[config.mk]
export PLATFORM = sky130hd
export DESIGN_NAME = pmc_top
export DESIGN_NICKNAME = d
export VERILOG_FILES = /design/src/design/pmc_buzz.v /design/src/design/pmc_top.v
export VERILOG_INCLUDE_DIRS = /design/src /design/src/design
export SDC_FILE = /design/constraint.sdc
export NUM_CORES = 1
export LEC_CHECK = 0
export BUFFER_PORTS_ARGS = -buffer_cell sky130_fd_sc_hd__buf_4
export CAP_MARGIN = 20
export CELL_PAD_IN_SITES_DETAIL_PLACEMENT = 0
export CELL_PAD_IN_SITES_GLOBAL_PLACEMENT = 2
export CORE_UTILIZATION = 27
export DETAILED_ROUTE_END_ITERATION = 8
export GPL_ROUTABILITY_DRIVEN = 0
export MAX_ROUTING_LAYER = met4
export PLACE_DENSITY_LB_ADDON = 0.25
export SLEW_MARGIN = 15
export SYNTH_ARGS = -nofsm -noshare
export SYNTH_HDL_FRONTEND = slang
export SYNTH_HIERARCHICAL = 1
export SYNTH_SLANG_ARGS = --single-unit
[constraint.sdc]
create_clock -name clk_in -period 8.1 [get_ports clk_in]
set_clock_uncertainty 0.15 [all_clocks]
set_input_delay 1.62 -clock clk_in [delete_from_list [all_inputs] [get_ports clk_in]]
set_output_delay 1.62 -clock clk_in [all_outputs]
set_load 0.01 [all_outputs]
[src/design/pmc_defs.vh]
// constants and mode codes for the power mode controller
// Notes on behaviour
// five modes: active, auto alternating, alternative active, sleep, hibernate.
// auto alternating mode flips active/alt-active on slow and main oscillator ticks.
// sleep and hibernate disable every subsystem regardless of templates.
// subsystems marked unavailable stay off after waking from sleep or hibernate.
// active template of 14 registers, one enable bit per subsystem.
// in active mode firmware may change template bits any time.
// cpu may disable itself through its template bit in active mode.
// cpu enable not sticky; returning to active from lower mode enables cpu.
// active entered on wakeup, reset, or writing 0 while in alternative active.
// wakeup in alt-active, sleep or hibernate sets active and enables cpu.
// after boot the mode is active.
// writing a mode code in active mode moves to that lower mode.
// firmware checks flash controller idle before writing mode select.
// pending wakeup source prevents leaving active mode.
// alternative active uses its own template bits.
// any interrupt in alternative active returns to active.
// in sleep the regulators are buzzed periodically.
// in hibernate only the hibernate regulator stays on.
// sleep and hibernate wakeup interrupts bypass edge detect logic.
// sleep and hibernate requests ignored during first 1 ms after reset.
// wakeup from sleep or hibernate always lands in active.
// only pin interrupt, comparator or reset leave hibernate.
// hibernate prevent bit turns hibernate requests into sleep.
// distinct mode codes, 0 is active.
// lower mode requests accepted only from active.
// sleep and hibernate entered only by firmware write.
`ifndef PMC_DEFS_VH
`define PMC_DEFS_VH
`define PMC_CODE_ACTIVE    3'h0
`define PMC_CODE_AUTO_ALT  3'h1
`define PMC_CODE_ALT       3'h2
`define PMC_CODE_SLEEP     3'h3
`define PMC_CODE_HIB       3'h4
`define PMC_TEMPLATE_REGS  14
`define PMC_CLK_HZ         10000000
`define PMC_BOOT_HOLD_US   1000
`define PMC_BUZZ_ON_CYC    16'h0004
`define PMC_BUZZ_PERIOD    16'h0400
`define PMC_ALT_DWELL      16'h0008
`endif

[src/design/pmc_buzz.v]
// periodic regulator buzz pulse generator for sleep mode
`timescale 1ns/1ps
`include "pmc_defs.vh"
module pmc_buzz #(
   parameter PERIOD = `PMC_BUZZ_PERIOD,
   parameter ON_CYC = `PMC_BUZZ_ON_CYC
) (
   input  wire        clk_in,
   input  wire        rst_in,
   input  wire        run_in,
   input  wire        tick_in,
   output reg         buzz_out
);
   reg [15:0] count;
   // count slow ticks and hold the regulators on for a short window
   always @(posedge clk_in) begin
      if (rst_in || !run_in) begin
         count    <= 16'h0000;
         buzz_out <= 1'b0;
      end else if (tick_in) begin
         if (count >= PERIOD - 16'h0001) begin
            count <= 16'h0000;
         end else begin
            count <= count + 16'h0001;
         end
         buzz_out <= (count < ON_CYC);
      end
   end
endmodule // pmc_buzz

[src/design/pmc_top.v]
// global power mode controller
`timescale 1ns/1ps
`include "pmc_defs.vh"
module pmc_top #(
   parameter NREG      = `PMC_TEMPLATE_REGS,
   parameter BOOT_HOLD = (`PMC_CLK_HZ / 1000) * `PMC_BOOT_HOLD_US / 1000,
   parameter ALT_DWELL = `PMC_ALT_DWELL
) (
   input  wire              clk_in,
   input  wire              rst_in,
   input  wire [2:0]        power_mode_select_in,
   input  wire              power_mode_write_in,
   input  wire              flash_ctrl_idle_in,
   input  wire [NREG*8-1:0] active_template_in,
   input  wire [NREG*8-1:0] alt_active_template_in,
   input  wire [NREG*8-1:0] subsystem_available_mask_in,
   input  wire              cpu_template_bit_in,
   input  wire              alt_cpu_template_bit_in,
   input  wire              hibernate_prevent_cfg_in,
   input  wire              wakeup_pending_in,
   input  wire              pin_interrupt_unit_wake_in,
   input  wire              comparator_wake_in,
   input  wire              other_wake_in,
   input  wire              interrupt_in,
   input  wire              low_speed_osc_in,
   input  wire              main_osc_in,
   output reg  [2:0]        mode_out,
   output reg  [NREG*8-1:0] subsystem_enable_out,
   output reg               cpu_enable_out,
   output reg               regulators_on_out,
   output wire              regulator_buzz_out,
   output reg               hibernate_reg_only_out,
   output reg               request_refused_out
);
   localparam S_ACT   = 6'b000001;
   localparam S_AUTOA = 6'b000010;
   localparam S_AUTOB = 6'b000100;
   localparam S_ALT   = 6'b001000;
   localparam S_SLEEP = 6'b010000;
   localparam S_HIB   = 6'b100000;

   reg [5:0]  state;
   reg [5:0]  next_state;
   reg [1:0]  sync_pin;
   reg [1:0]  sync_cmp;
   reg [1:0]  sync_oth;
   reg [1:0]  sync_irq;
   reg [1:0]  sync_lso;
   reg [1:0]  sync_mo;
   reg        lso_prev;
   reg [31:0] boot_count;
   reg        boot_done;
   reg        cpu_force;
   reg [15:0] dwell;
   wire       lso_tick;
   wire       pin_w;
   wire       cmp_w;
   wire       any_wake;
   wire       irq;
   wire       alt_time;
   wire       low_req;

   // pins from other domains pass two flip-flops
   always @(posedge clk_in) begin
      if (rst_in) begin
         sync_pin <= 2'h0;
         sync_cmp <= 2'h0;
         sync_oth <= 2'h0;
         sync_irq <= 2'h0;
         sync_lso <= 2'h0;
         sync_mo  <= 2'h0;
         lso_prev <= 1'b0;
      end else begin
         sync_pin <= {sync_pin[0], pin_interrupt_unit_wake_in};
         sync_cmp <= {sync_cmp[0], comparator_wake_in};
         sync_oth <= {sync_oth[0], other_wake_in};
         sync_irq <= {sync_irq[0], interrupt_in};
         sync_lso <= {sync_lso[0], low_speed_osc_in};
         sync_mo  <= {sync_mo[0], main_osc_in};
         lso_prev <= sync_lso[1];
      end
   end

   assign pin_w    = sync_pin[1];
   assign cmp_w    = sync_cmp[1];
   assign irq      = sync_irq[1];
   assign any_wake = pin_w | cmp_w | sync_oth[1];
   assign lso_tick = sync_lso[1] & ~lso_prev;
   assign alt_time = (dwell >= ALT_DWELL) & sync_mo[1];
   assign low_req  = power_mode_write_in & (power_mode_select_in != `PMC_CODE_ACTIVE);

   // ignore sleep/hibernate entry shortly after reset
   always @(posedge clk_in) begin
      if (rst_in) begin
         boot_count <= 32'h0;
         boot_done  <= 1'b0;
      end else if (!boot_done) begin
         boot_count <= boot_count + 32'h1;
         boot_done  <= (boot_count >= BOOT_HOLD - 1);
      end
   end

   // next mode decision
   always @* begin
      next_state = state;
      case (state)
         S_ACT: begin
            if (low_req && !wakeup_pending_in && !any_wake) begin
               if (power_mode_select_in == `PMC_CODE_AUTO_ALT) begin
                  next_state = S_AUTOA;
               end else if (power_mode_select_in == `PMC_CODE_ALT) begin
                  next_state = S_ALT;
               end else if (power_mode_select_in == `PMC_CODE_SLEEP && boot_done) begin
                  next_state = S_SLEEP;
               end else if (power_mode_select_in == `PMC_CODE_HIB && boot_done) begin
                  next_state = hibernate_prevent_cfg_in ? S_SLEEP : S_HIB;
               end
            end
         end
         S_AUTOA: begin
            if (any_wake || (power_mode_write_in && power_mode_select_in == `PMC_CODE_ACTIVE)) begin
               next_state = S_ACT;
            end else if (alt_time) begin
               next_state = S_AUTOB;
            end
         end
         S_AUTOB: begin
            if (any_wake || irq || (power_mode_write_in && power_mode_select_in == `PMC_CODE_ACTIVE)) begin
               next_state = S_ACT;
            end else if (alt_time) begin
               next_state = S_AUTOA;
            end
         end
         S_ALT: begin
            if (any_wake || irq || power_mode_write_in) begin
               next_state = S_ACT;
            end
         end
         S_SLEEP: begin
            if (any_wake) begin
               next_state = S_ACT;
            end
         end
         S_HIB: begin
            if (pin_w || cmp_w) begin
               next_state = S_ACT;
            end
         end
         default: begin
            next_state = S_ACT;
         end
      endcase
   end

   // mode register and cpu wake forcing
   // cpu is forced on after reset or a return to active until firmware sets its template bit;
   // clearing the bit after that stops the cpu
   always @(posedge clk_in) begin
      if (rst_in) begin
         state     <= S_ACT;
         cpu_force <= 1'b1;
         dwell     <= 16'h0000;
      end else begin
         state <= next_state;
         if (state != S_ACT && next_state == S_ACT) begin
            cpu_force <= 1'b1;
         end else if (state == S_ACT && cpu_template_bit_in) begin
            cpu_force <= 1'b0;
         end
         if (state != next_state) begin
            dwell <= 16'h0000;
         end else if (lso_tick && dwell != 16'hffff) begin
            dwell <= dwell + 16'h0001;
         end
      end
   end

   // subsystem enables and regulator controls from the mode
   always @(posedge clk_in) begin
      if (rst_in) begin
         mode_out               <= `PMC_CODE_ACTIVE;
         subsystem_enable_out   <= {NREG*8{1'b0}};
         cpu_enable_out         <= 1'b1;
         regulators_on_out      <= 1'b1;
         hibernate_reg_only_out <= 1'b0;
         request_refused_out    <= 1'b0;
      end else begin
         request_refused_out <= power_mode_write_in && (next_state == state) && state == S_ACT && low_req;
         case (state)
            S_ACT, S_AUTOA: begin
               mode_out             <= (state == S_ACT) ? `PMC_CODE_ACTIVE : `PMC_CODE_AUTO_ALT;
               subsystem_enable_out <= active_template_in & subsystem_available_mask_in;
               cpu_enable_out       <= cpu_template_bit_in | cpu_force;
               regulators_on_out    <= 1'b1;
               hibernate_reg_only_out <= 1'b0;
            end
            S_ALT, S_AUTOB: begin
               mode_out             <= (state == S_ALT) ? `PMC_CODE_ALT : `PMC_CODE_AUTO_ALT;
               subsystem_enable_out <= alt_active_template_in & subsystem_available_mask_in;
               cpu_enable_out       <= alt_cpu_template_bit_in;
               regulators_on_out    <= 1'b1;
               hibernate_reg_only_out <= 1'b0;
            end
            S_SLEEP: begin
               mode_out             <= `PMC_CODE_SLEEP;
               subsystem_enable_out <= {NREG*8{1'b0}};
               cpu_enable_out       <= 1'b0;
               regulators_on_out    <= 1'b0;
               hibernate_reg_only_out <= 1'b0;
            end
            default: begin
               mode_out             <= `PMC_CODE_HIB;
               subsystem_enable_out <= {NREG*8{1'b0}};
               cpu_enable_out       <= 1'b0;
               regulators_on_out    <= 1'b0;
               hibernate_reg_only_out <= 1'b1;
            end
         endcase
      end
   end

   // buzz the regulators while sleeping
   pmc_buzz #(
      .PERIOD (`PMC_BUZZ_PERIOD),
      .ON_CYC (`PMC_BUZZ_ON_CYC)
   ) u_buzz (
      .clk_in   (clk_in),
      .rst_in   (rst_in),
      .run_in   (state == S_SLEEP),
      .tick_in  (lso_tick),
      .buzz_out (regulator_buzz_out)
   );
endmodule // pmc_top

=== Yosys cells after proc, flatten, opt, wreduce, memory -nomap -nowiden ===
Cells that the tools add are included.

* Bits in registers: 205
* Bits in latches: 0
* RAM bits: 0
* Bits in read-only memories: 0
* Input bits: 353
* Word-level logic and storage cells: 102
* Memories kept: 0

* Add/sub/neg operators: 3
* $mul: 0
* Div/mod/pow operators: 0
* $lt $le $gt $ge: 4
* Equal/unequal tests: 15
* Shifts and indexed selects: 0
* Multiplexer cells: 23
* Bitwise logic cells: 9
* Reductions and logical operators: 28

{| class="wikitable"
|+ Operators with widths
! kind !! number
|-
| $and A112 B112 Y112 || 2
|-
| $pmux W112 S2 || 1
|-
| $mux W6 || 13
|-
| $pmux W6 S6 || 1
|-
| $add A16 B1 Y16 const B || 2
|-
| $add A32 B1 Y32 const B || 1
|-
| $ge A32 B14 Y1 const B || 1
|-
| $ge A16 B10 Y1 const B || 1
|-
| $ge A16 B4 Y1 const B || 1
|-
| $lt A16 B3 Y1 const B || 1
|-
| $mux W16 || 1
|-
| $ne A16 B16 Y1 const B || 1
|-
| $eq A6 B1 Y1 const B || 2
|-
| $logic_and A1 B1 Y1 || 11
|-
| $pmux W3 S3 || 1
|-
| $reduce_or A2 Y1 || 4
|-
| $eq A3 B2 Y1 const B || 2
|-
| $eq A6 B2 Y1 const B || 1
|-
| $eq A6 B3 Y1 const B || 1
|-
| $eq A6 B4 Y1 const B || 1
|-
| $eq A6 B5 Y1 const B || 1
|-
| $eq A6 B6 Y1 || 1
|-
| $eq A6 B6 Y1 const B || 1
|-
| $logic_or A1 B1 Y1 || 6
|-
| other kinds (15) || 24
|}

=== Depth between registers and ports, before layout ===
Gate-level depths: netlist (run 1).

* Depth in word-level cells: 12
* Mapped depth: 9

=== Cells and area by module ===
The synthesis (run 1) kept the hierarchy.

{| class="wikitable"
|+ By module, submodules not included
! module !! instances !! cells an instance !! area each (µm²) !! seq. area each (µm²)
|-
| pmc_top || 1 || 788 || 7982.7 || 3763.6
|-
| pmc_buzz || 1 || 99 || 860.8 || 340.3
|}

=== Least setup slack after synthesis (run 1) ===
No wires, ideal clock.

* Path kind: input port to flip-flop
* From: input port power_mode_select_in[1]
* To: register dwell[10]
* Library setup time: 73 ps
* Data arrival time: 3556 ps
* Data required time: 7877 ps
* Setup slack: 4321 ps
* Stages: 9
* Path buffers: 3
* Path through: buf_4 or3b_2 a21oi_1 nor4_1 or4b_1 a211o_1 buf_6 buf_12 nor3_2

* Word-level cells in the longest chain between the ends: 10
* Elaborated cells on any way between the ends: 24

{| class="wikitable"
|+ RTL lines
! element !! RTL line !! RTL
|-
| start: declaration || pmc_top.v:11 || <nowiki>input wire [2:0] power_mode_select_in,</nowiki>
|-
| $eq A3 B3 Y1 (no line) || n/a ||
|-
| $logic_and A1 B1 Y1 || pmc_top.v:115 || <nowiki>end else if (power_mode_select_in == `PMC_CODE_HIB && boot_done) begin</nowiki>
|-
| $mux W6 || pmc_top.v:115 ||
|-
| $mux W6 || pmc_top.v:113 || <nowiki>end else if (power_mode_select_in == `PMC_CODE_SLEEP && boot_done) begin</nowiki>
|-
| $mux W6 || pmc_top.v:111 || <nowiki>end else if (power_mode_select_in == `PMC_CODE_ALT) begin</nowiki>
|-
| $mux W6 || pmc_top.v:109 || <nowiki>if (power_mode_select_in == `PMC_CODE_AUTO_ALT) begin</nowiki>
|-
| $mux W6 || pmc_top.v:108 || <nowiki>if (low_req && !wakeup_pending_in && !any_wake) begin</nowiki>
|-
| $pmux W6 S6 (*) || pmc_top.v:106 || <nowiki>case (state)</nowiki>
|-
| $ne A6 B6 Y1 (*) || pmc_top.v:170 || <nowiki>if (state != next_state) begin</nowiki>
|-
| $reduce_or A2 Y1 (no line) (*) || n/a ||
|-
| end signal: assignment || pmc_top.v:173 || <nowiki>dwell <= dwell + 16'h0001;</nowiki>
|-
| end: declaration || pmc_top.v:54 || <nowiki>reg [15:0] dwell;</nowiki>
|}

Every way passes the cells marked *; elsewhere a longest branch is shown, timed or not.
A chain may end at the register's enable or synchronous reset.

=== Worst setup path after layout (run 1) ===
* From: input port rst_in
* To: register dwell[5]

* Word-level cells in the longest chain between the ends: 1

{| class="wikitable"
|+ RTL lines
! element !! RTL line !! RTL
|-
| start: declaration || pmc_top.v:10 || <nowiki>input wire rst_in,</nowiki>
|-
| $reduce_or A2 Y1 (no line) || n/a ||
|}

Every way passes these cells.

==> results of run 1 <==
worst max-delay path, stage by stage:
cell and delay [ns]:
buf_4 0.30, or3_1 0.41, o32a_1 0.30, o22ai_1 0.15
or4b_1 0.44, a211o_1 0.57, nor4_2 0.34
where the power goes:
group / internal [mW] / leakage (nW) / switching (mW)
logic: 0.190 / 4.19 / 0.132
clock network: 0.767 / 0.444 / 0.467
registers: 1.04 / 1.67 / 0.0183
worst paths after layout:
| path | startpoint | to |
|---|---|---|
| max reg2reg | state[2] | subsystem_enable_out[35] |
| max | rst_in | dwell[5] |
| min reg2reg | sync_pin[0] | sync_pin[1] |
| min | sync_pin[0] | sync_pin[1] |
stage by stage:
stage	worst slack, ns	power (mW)	util [%]	hold slack [ns]
global route	4.080	2.718	42.78	0.3072
detailed placement	3.678	1.407	39.91	0.2834
finish	4.228	2.618	42.78	0.2949
CTS	4.227	2.651	42.77	0.2977
floorplan	4.321	1.183	-	0.2638
global placement	3.678	1.405	39.91	0.2869
state kept, by name, indices dropped and copies added, names as in the netlist, 2 cells and up:
| signal | count |
|---|---|
| boot_count | 32 |
| sync_pin | 2 |
| state | 6 |
| u_buzz/count | 16 |
| mode_out | 3 |
| sync_mo | 2 |
| sync_lso | 2 |
| subsystem_enable_out | 112 |
| sync_irq | 2 |
| sync_cmp | 2 |
| sync_oth | 2 |
| dwell | 16 |
cells in the mapped netlist, types with 6 or more instances:
| cell type | number | share of area, % |
|---|---|---|
| nor3_2 | 10 | 1.1 |
| inv_1 | 16 | 0.68 |
| nand4_1 | 21 | 1.5 |
| nand2_1 | 33 | 1.4 |
| or3_1 | 10 | 0.71 |
| xor2_1 | 29 | 2.9 |
| dfxtp_1 | 205 | 46 |
| clkbuf_1 | 33 | 1.4 |
| xnor2_1 | 24 | 2.4 |
| nor2_1 | 69 | 2.9 |
| o21ai_0 | 13 | 0.74 |
| buf_4 | 6 | 0.51 |
| and4_1 | 7 | 0.69 |
| nor2b_1 | 19 | 1.3 |
| nand3_1 | 25 | 1.4 |
| mux2_2 | 112 | 14 |
| a21oi_1 | 18 | 1.0 |
| nor3_1 | 27 | 1.5 |
| nor4_1 | 13 | 0.92 |
| and3_1 | 118 | 8.3 |
layout make-up:
class                   count  area, µm²  share of cell area [%]
clock buffers              33      738.2                   5.413
diodes                      1      2.502                 0.01835
multi-input cells         618       4451                   32.63
well taps                 435      544.3                   3.991
flip-flops and latches    205       4104                   30.09
repair buffers            475       3566                   26.15
inverters                  16      60.06                  0.4404
clock inverters            13      172.7                   1.266
cells by family after synthesis:
family	count (synthesis)
mux	116
xor+xnor	53
compound gates	61
simple gates	384
fa+ha+maj	4
buf+inv	64
flops	205
per-layer routing:
| metal | global-route usage [%] | vias to the layer above | share of wire, % |
|---|---|---|---|
| met3 | 3.554 | 47 | 5.1 |
| met5 | - | - | 0 |
| met4 | 5.567 | 0 | 2.0 |
| met1 | 29.79 | 3980 | 43 |
| li1 | - | 4059 | - |
| met2 | 40.29 | 278 | 50 |
placed cells by master, fill, tap and decap left out, drive strengths merged, types with 3 or more instances in the layout:
cell	n
nor4b	3
buf	475
inv	16
mux2i	4
o21ai	13
a21oi	18
nand4	21
o22ai	3
bufinv	4
nand3b	4
nor3b	3
ha	4
xor2	29
mux2	112
or4	3
clkinv	6
clkbuf	33
nor3	38
clkinvlp	3
nand2	33
nand3	25
dfxtp	205
and3	118
nor2	69
xnor2	24
or3	10
nor2b	19
nor4	14
or2	3
nand2b	5
o31ai	4
and4	7
==> reports/summary.md, run 1 <==
Entering global routing, the biggest net connects 76 pins. The clock period could shrink to 3.872 ns. Counting the buffers created by CTS gives 26. In the routed layout, each cell is associated on average with a via count of 4.657. For this run, the detailed router's first-pass iteration total came to 4. The run gives 0 as the residual DRC count. TritonCTS built the clock tree.

Of the synthesized area, sequential elements account for 46.41%. The logs give 8843 µm² for the cell area after synthesis and 13640 µm² for the post-route cell area. The worst-case IR drop observed on VDD is 142.5 µV. The post-route netlist has 48.53% of its cells at a drive strength greater than 1. The final-layout fill cell count is 3263. The die covers 33480 µm². Clock latency reported for the late side of the worst-skew pair: 0.53 ns. The min-delay analysis places its worst path in the category reg2reg. The fraction of synthesis flops using an asynchronous set or reset pin is 0%, and the count of standard-cell rows is 65.

The average wire per standard cell came out at 22.48 µm. Synthesis instantiated 64 different standard cells from the library. After legalization and detailed placement, the total HPWL measured 32.84 mm. At the worst endpoint, the arrival time is 4.16 ns. The power density over cell area is 191.9 nW/µm², and the minimum setup slack among reg-to-reg paths is 4.32 ns. Share of the synthesized area in compound gates (AO/OA/AOI/OAI): 4.626%.

The vertical die dimension is 183.0 µm. The leading register cell type out of synthesis was dfxtp_1. The logs give 1749 for the placed instance count and 23.82% for the global-route usage over all layers. For the buffer levels on the longest clock path, the log shows 3. The top-level I/O count came out at 473. Largest family of logic cells by synthesized area: simple AND/OR/NAND/NOR gates.

For the leakage power, the log shows 6.301 nW. Measured in cells, the most critical reg-to-reg path has a length of 5. Yosys mapped a number of flops with a built-in enable equal to 0. In this run the cell area measured after placement is 12720 µm². Averaged over all synthesized cells, the footprint is 9.970 µm².

The run gives 0 as the number of pins with negative max-slew slack in the final report. The adder-cell area share of the yosys netlist is 0.5659%. The initial utilization of the core area, before any placement, comes to 27.74%. The die is 183.0 µm wide. The maximum frequency from static timing analysis was 0.2583 GHz.

The worst setup path is launched from a primary input. The largest fanout on the critical path works out to 58. Gates resized during post-CTS repair numbered 0.

When the netlist entered floorplanning its net count stood at 1244. The initial antenna violation count came out at 5. After global routing the overflow that remains totals 0.

During synthesis, Yosys emitted a total of 6 warnings. The count of cells in the finished layout, fillers not included, comes to 1796. Mux cell area share after synthesis: 14.71%.

The final layout contains routed wiring with a total length of 40.37 mm. The area fraction in and, or, nand and nor cells after synthesis is 24.90%. Sum of negative setup slack: 0 ns. Hold repair after CTS inserted 0 buffers. The flow ran to the end, and the final reports show no timing, DRC or antenna violations. Type of the worst setup path: in2reg. The tools report the clock root buffer master as clkbuf_16. The hold-critical path depth works out to 1. The worst max-slew margin expressed relative to the limit is 33.49%. The number of maximum-capacitance constraint violations was 0; the number of levels in the clock H-tree was 1.

The logs give 0 for the final hold violation count and 205 for the sink count of the clock tree. In this run, the number of DRC markers left after iteration 0 of detailed routing was 439. The transition at the pin with the smallest max-transition slack was 0.9976 ns. The total of buffers placed on input and output ports is 471. The post-CTS setup buffer count came out at 0. Clock-pin slew was measured on the worst setup and hold paths at 0.06 ns. The total vias in the final route was 8364; the register bit count reported by yosys was 205.

STA puts the critical path data required time at 8.39 ns. The post-route antenna net violation count came out at 0. The kind of capture point of the worst setup path is a flip-flop. For this run, the post-layout net count is 1699.

The first global-routing pass estimated 55.77 mm of wire. Area added between synthesis and finish: 54.22%. The core region is 31880 µm². The tools report the via count of the first global-routing pass as 8248. Setup repair after global routing left no endpoint under its margin. The post-synthesis share of cell area spent on xor and xnor gates works out to 5.249%.

Setup violations remaining at the end of the flow were counted as 0. Counting every instance in the synthesized netlist gives 887. The final worst-path cycle share came out at 47.80%.
No activity file was read; power rests on OpenSTA's default activity.
==> run 2, diff against run 1 <==
--- a/config.mk
+++ b/config.mk
@@ -10,7 +10,8 @@
 export CAP_MARGIN = 20
 export CELL_PAD_IN_SITES_DETAIL_PLACEMENT = 0
 export CELL_PAD_IN_SITES_GLOBAL_PLACEMENT = 2
-export CORE_UTILIZATION = 27
+export CORE_ASPECT_RATIO = 1.4
+export CORE_UTILIZATION = 25
 export DETAILED_ROUTE_END_ITERATION = 8
 export GPL_ROUTABILITY_DRIVEN = 0
 export MAX_ROUTING_LAYER = met4
==> constraint.sdc (replaced) <==
create_clock -name clk_in -period 3.7 [get_ports clk_in]
set_clock_uncertainty 0.15 [all_clocks]
set_input_delay 0.74 -clock clk_in [delete_from_list [all_inputs] [get_ports clk_in]]
set_output_delay 0.74 -clock clk_in [all_outputs]
set_load 0.01 [all_outputs]
==> run 2 against run 1 <==
  * Critical path depth is the same
  * Routed wire length shrank 6.7%
  * Critical path type is now reg2reg
  * Largest power group unchanged
  * Sequential cell count is the same
  * Utilization shrank 3.7 points
  * Cell count grew 1.4%
  * Clock-buffer cell count shrank 3
  * Register-to-register slack lost 3.6 ns
  * Design area shrank 0.11%
  * Sequential share of layout area is essentially flat
  * Die area grew 7.9%
  * Global-route usage shrank 3.2 points
  * Largest cell class unchanged
==> reports/summary.md, run 2 (same netlist as run 1, synthesis figures left out) <==
The flow ran to the end, and the final reports show no timing, DRC or antenna violations. The via count of the first global-routing pass was 8140 (-1.3%). The initial standard-cell utilization of the core came out at 25.37% (-2.4 points).

Setup repair after global routing left no endpoint under its margin. The run gives 24 (-7.7%) as the clock buffer count from CTS. Final hold violation count: 0 (unchanged). Compared with the post-synthesis result, the final layout area differs by 54.05%. TritonCTS built the clock tree. The kind of capture point of the worst setup path was a flip-flop. The logs give 0 (unchanged) for the overflow left after global routing and 0 ns (unchanged) for the sum of negative setup slack. Register ranked first by flip-flop count: subsystem_enable_out. The average wire per standard cell came out at 20.67 µm (-8.0%). The required time of the worst setup path is 4.01 ns (-4.38 ns), and the post-route total power is 5.408 mW (+110%). The largest net degree at the start of global routing was 113 (+49%); the multi-input logic area was 4451 µm² (unchanged). Sort of element at the start of the critical path: a flip-flop. The tools report the post-route cell area as 13620 µm² (-0.11%).

Leaving out fill and tap cells, the most frequent cell in the layout is buf_4. The worst slack at placement came out at 0.4221 ns (-3.256 ns). The worst max-slew margin expressed relative to the limit came out at 43.99% (+10 points).

The worst setup slack after layout is 0.7533 ns (-3.475 ns). The residual DRC count is 0 (unchanged), and the share of cells above drive strength 1 is 48.46% (-0.071 points). The power density over cell area came out at 397.0 nW/µm² (+110%).

For the first-pass GRT wire length, the log shows 52.90 mm (-5.1%). The number of resized instances in the post-cts repair step was 0 (unchanged). Of the available clock period, the critical path in the final layout requires 79.64%.

The number of levels in the clock H-tree came out at 1 (unchanged). The clock root buffer master is clkbuf_16. The largest fanout on the critical path was 11 (-81%). The highest metal layer carrying signal wires in the routed design is met4.

The number of endpoints failing setup at the final stage was 0 (unchanged). The buffer levels on the longest clock path was 3 (unchanged). The tools report the clock latency reported for the late side of the worst-skew pair as 0.54 ns (about the same). The count of standard-cell rows was 81 (+25%); the cell area reported after detailed placement was 12850 µm² (+0.95%). The total length of routed met3 wires is 2.205 mm (+7.7%), and the maximum frequency from static timing analysis is 0.3394 GHz.

The number of hold buffers added after cts is 0 (unchanged), and the worst voltage drop across the vdd grid is 281.2 µV (+97%). The largest registers in the layout are subsystem_enable_out x112, boot_count x32. The number of nets in the finished design was 1703 (+0.24%); the initial antenna violation count was 3 (-2). Vertical die dimension: 224.5 µm (+23%). The run gives 3603 (+10%) as the final-layout fill cell count.

The kind of path behind the tightest hold check was in2reg. For the sink count of the clock tree, the log shows 205 (unchanged). The critical path in this run is classified as reg2reg.

The number of iterations in the first detailed-routing pass was 4 (unchanged). The routed via count divided by cell count was 4.586 (-1.5%). The routed wire length was 37.65 mm (-6.7%); the die extent in x was 161.0 µm (-12%). For the leakage power, the log shows 6.286 nW (-0.24%). Flip-flop and latch area: 4104 µm² (unchanged). The worst path in the final design needs a cycle of 2.947 ns, including I/O delays and setup. The met2 wire length came out at 17.64 mm (-13%). Met1 routed wirelength after detailed routing: 17.14 mm (-0.98%). The final worst hold slack was 0.2565 ns (-0.03838 ns); the clock input transition at the sequential cells of the worst setup and hold paths was 0.06 ns (about the same). The area of the die is 36140 µm² (+7.9%).

The tools report the post-CTS setup buffer count as 0 (unchanged). The number of flip-flops under the largest register name is 112 (unchanged). The area of the placeable core is 34860 µm² (+9.4%). The top-level I/O count came out at 473 (unchanged). The post-route antenna net violation count was 0 (unchanged); the violation count after the first detailed-routing iteration was 338 (-23%). Leaving out fill and tap cells, the most frequent cells in the layout are 477 x buf_4, 205 x dfxtp_1, 118 x and3_1, 112 x mux2_2, 69 x nor2_1. The number of pins with negative max-slew slack in the final report is 0 (unchanged), and the total of buffers placed on input and output ports is 471 (unchanged). The number of maximum-capacitance constraint violations was 0 (unchanged); the global-route usage over all layers was 20.60% (-3.2 points). The arrival time of data at the critical path endpoint was 3.26 ns (-0.90 ns); the transition at the pin with the smallest max-transition slack was 0.8331 ns (-0.1646 ns). For the HPWL reported at the end of detailed placement, the log shows 29.98 mm (-8.7%).

The run gives 8351 (-0.16%) as the total vias in the final route.
-- run 2: cell count changes in the layout (fill, tap and decap cells not counted), moves of 2 or more --
cell	before	now
clkbuf_1	2	4
buf_12	0	4
clkbuf_16	27	24
bufinv_16	4	2
clkbuf_8	4	2
buf_4	475	477
diode_2	1	3
-- run 2: final timing paths --
kind              slack (ns)  depth (start not counted)              from                   to
setup / recovery        0.75                          7          state[2]  request_refused_out
hold / removal          0.26                          2  low_speed_osc_in          sync_lso[0]
setup reg to reg        0.75                          7          state[2]  request_refused_out
hold reg to reg         0.29                          1        sync_mo[0]           sync_mo[1]
-- run 2: stage by stage --
stage               std cells  util [%]
global route             1818     39.05
finish                   1821     39.08
detailed placement       1776     36.85
CTS                      1818     39.05
floorplan                 887         -
global placement         1776     36.85
-- run 2: critical path, cell delays in order (launching register included) --
cell and delay, ns:
dfxtp_1 0.44, or4_4 0.60, o31ai_2 0.26, o311ai_1 0.13, or4b_1 0.49, a211o_1 0.39
buf_12 0.21, nor3_1 0.19
-- run 2: layer usage --
layer,track usage [%],vias up
met4,4.778,0
li1,-,4071
met3,3.983,36
met1,27.25,3948
met2,32.26,296
met5,-,-
-- run 2: cell type report --
type	instances	share of cell area (%)
flip-flops and latches	205	30.12
multi-input cells	618	32.67
repair buffers	481	26.87
clock inverters	12	0.9276
clock buffers	30	4.721
well taps	456	4.188
diodes	3	0.05511
inverters	16	0.4409
-- run 2: report_power, final --
group | switching [mW] | internal (mW) | leakage (nW) | total (mW)
Sequential | 0.0318 | 2.29 | 1.67 | 2.32
Combinational | 0.287 | 0.424 | 4.24 | 0.711
Clock | 1.01 | 1.37 | 0.378 | 2.38
Total | 1.33 | 4.08 | 6.29 | 5.41
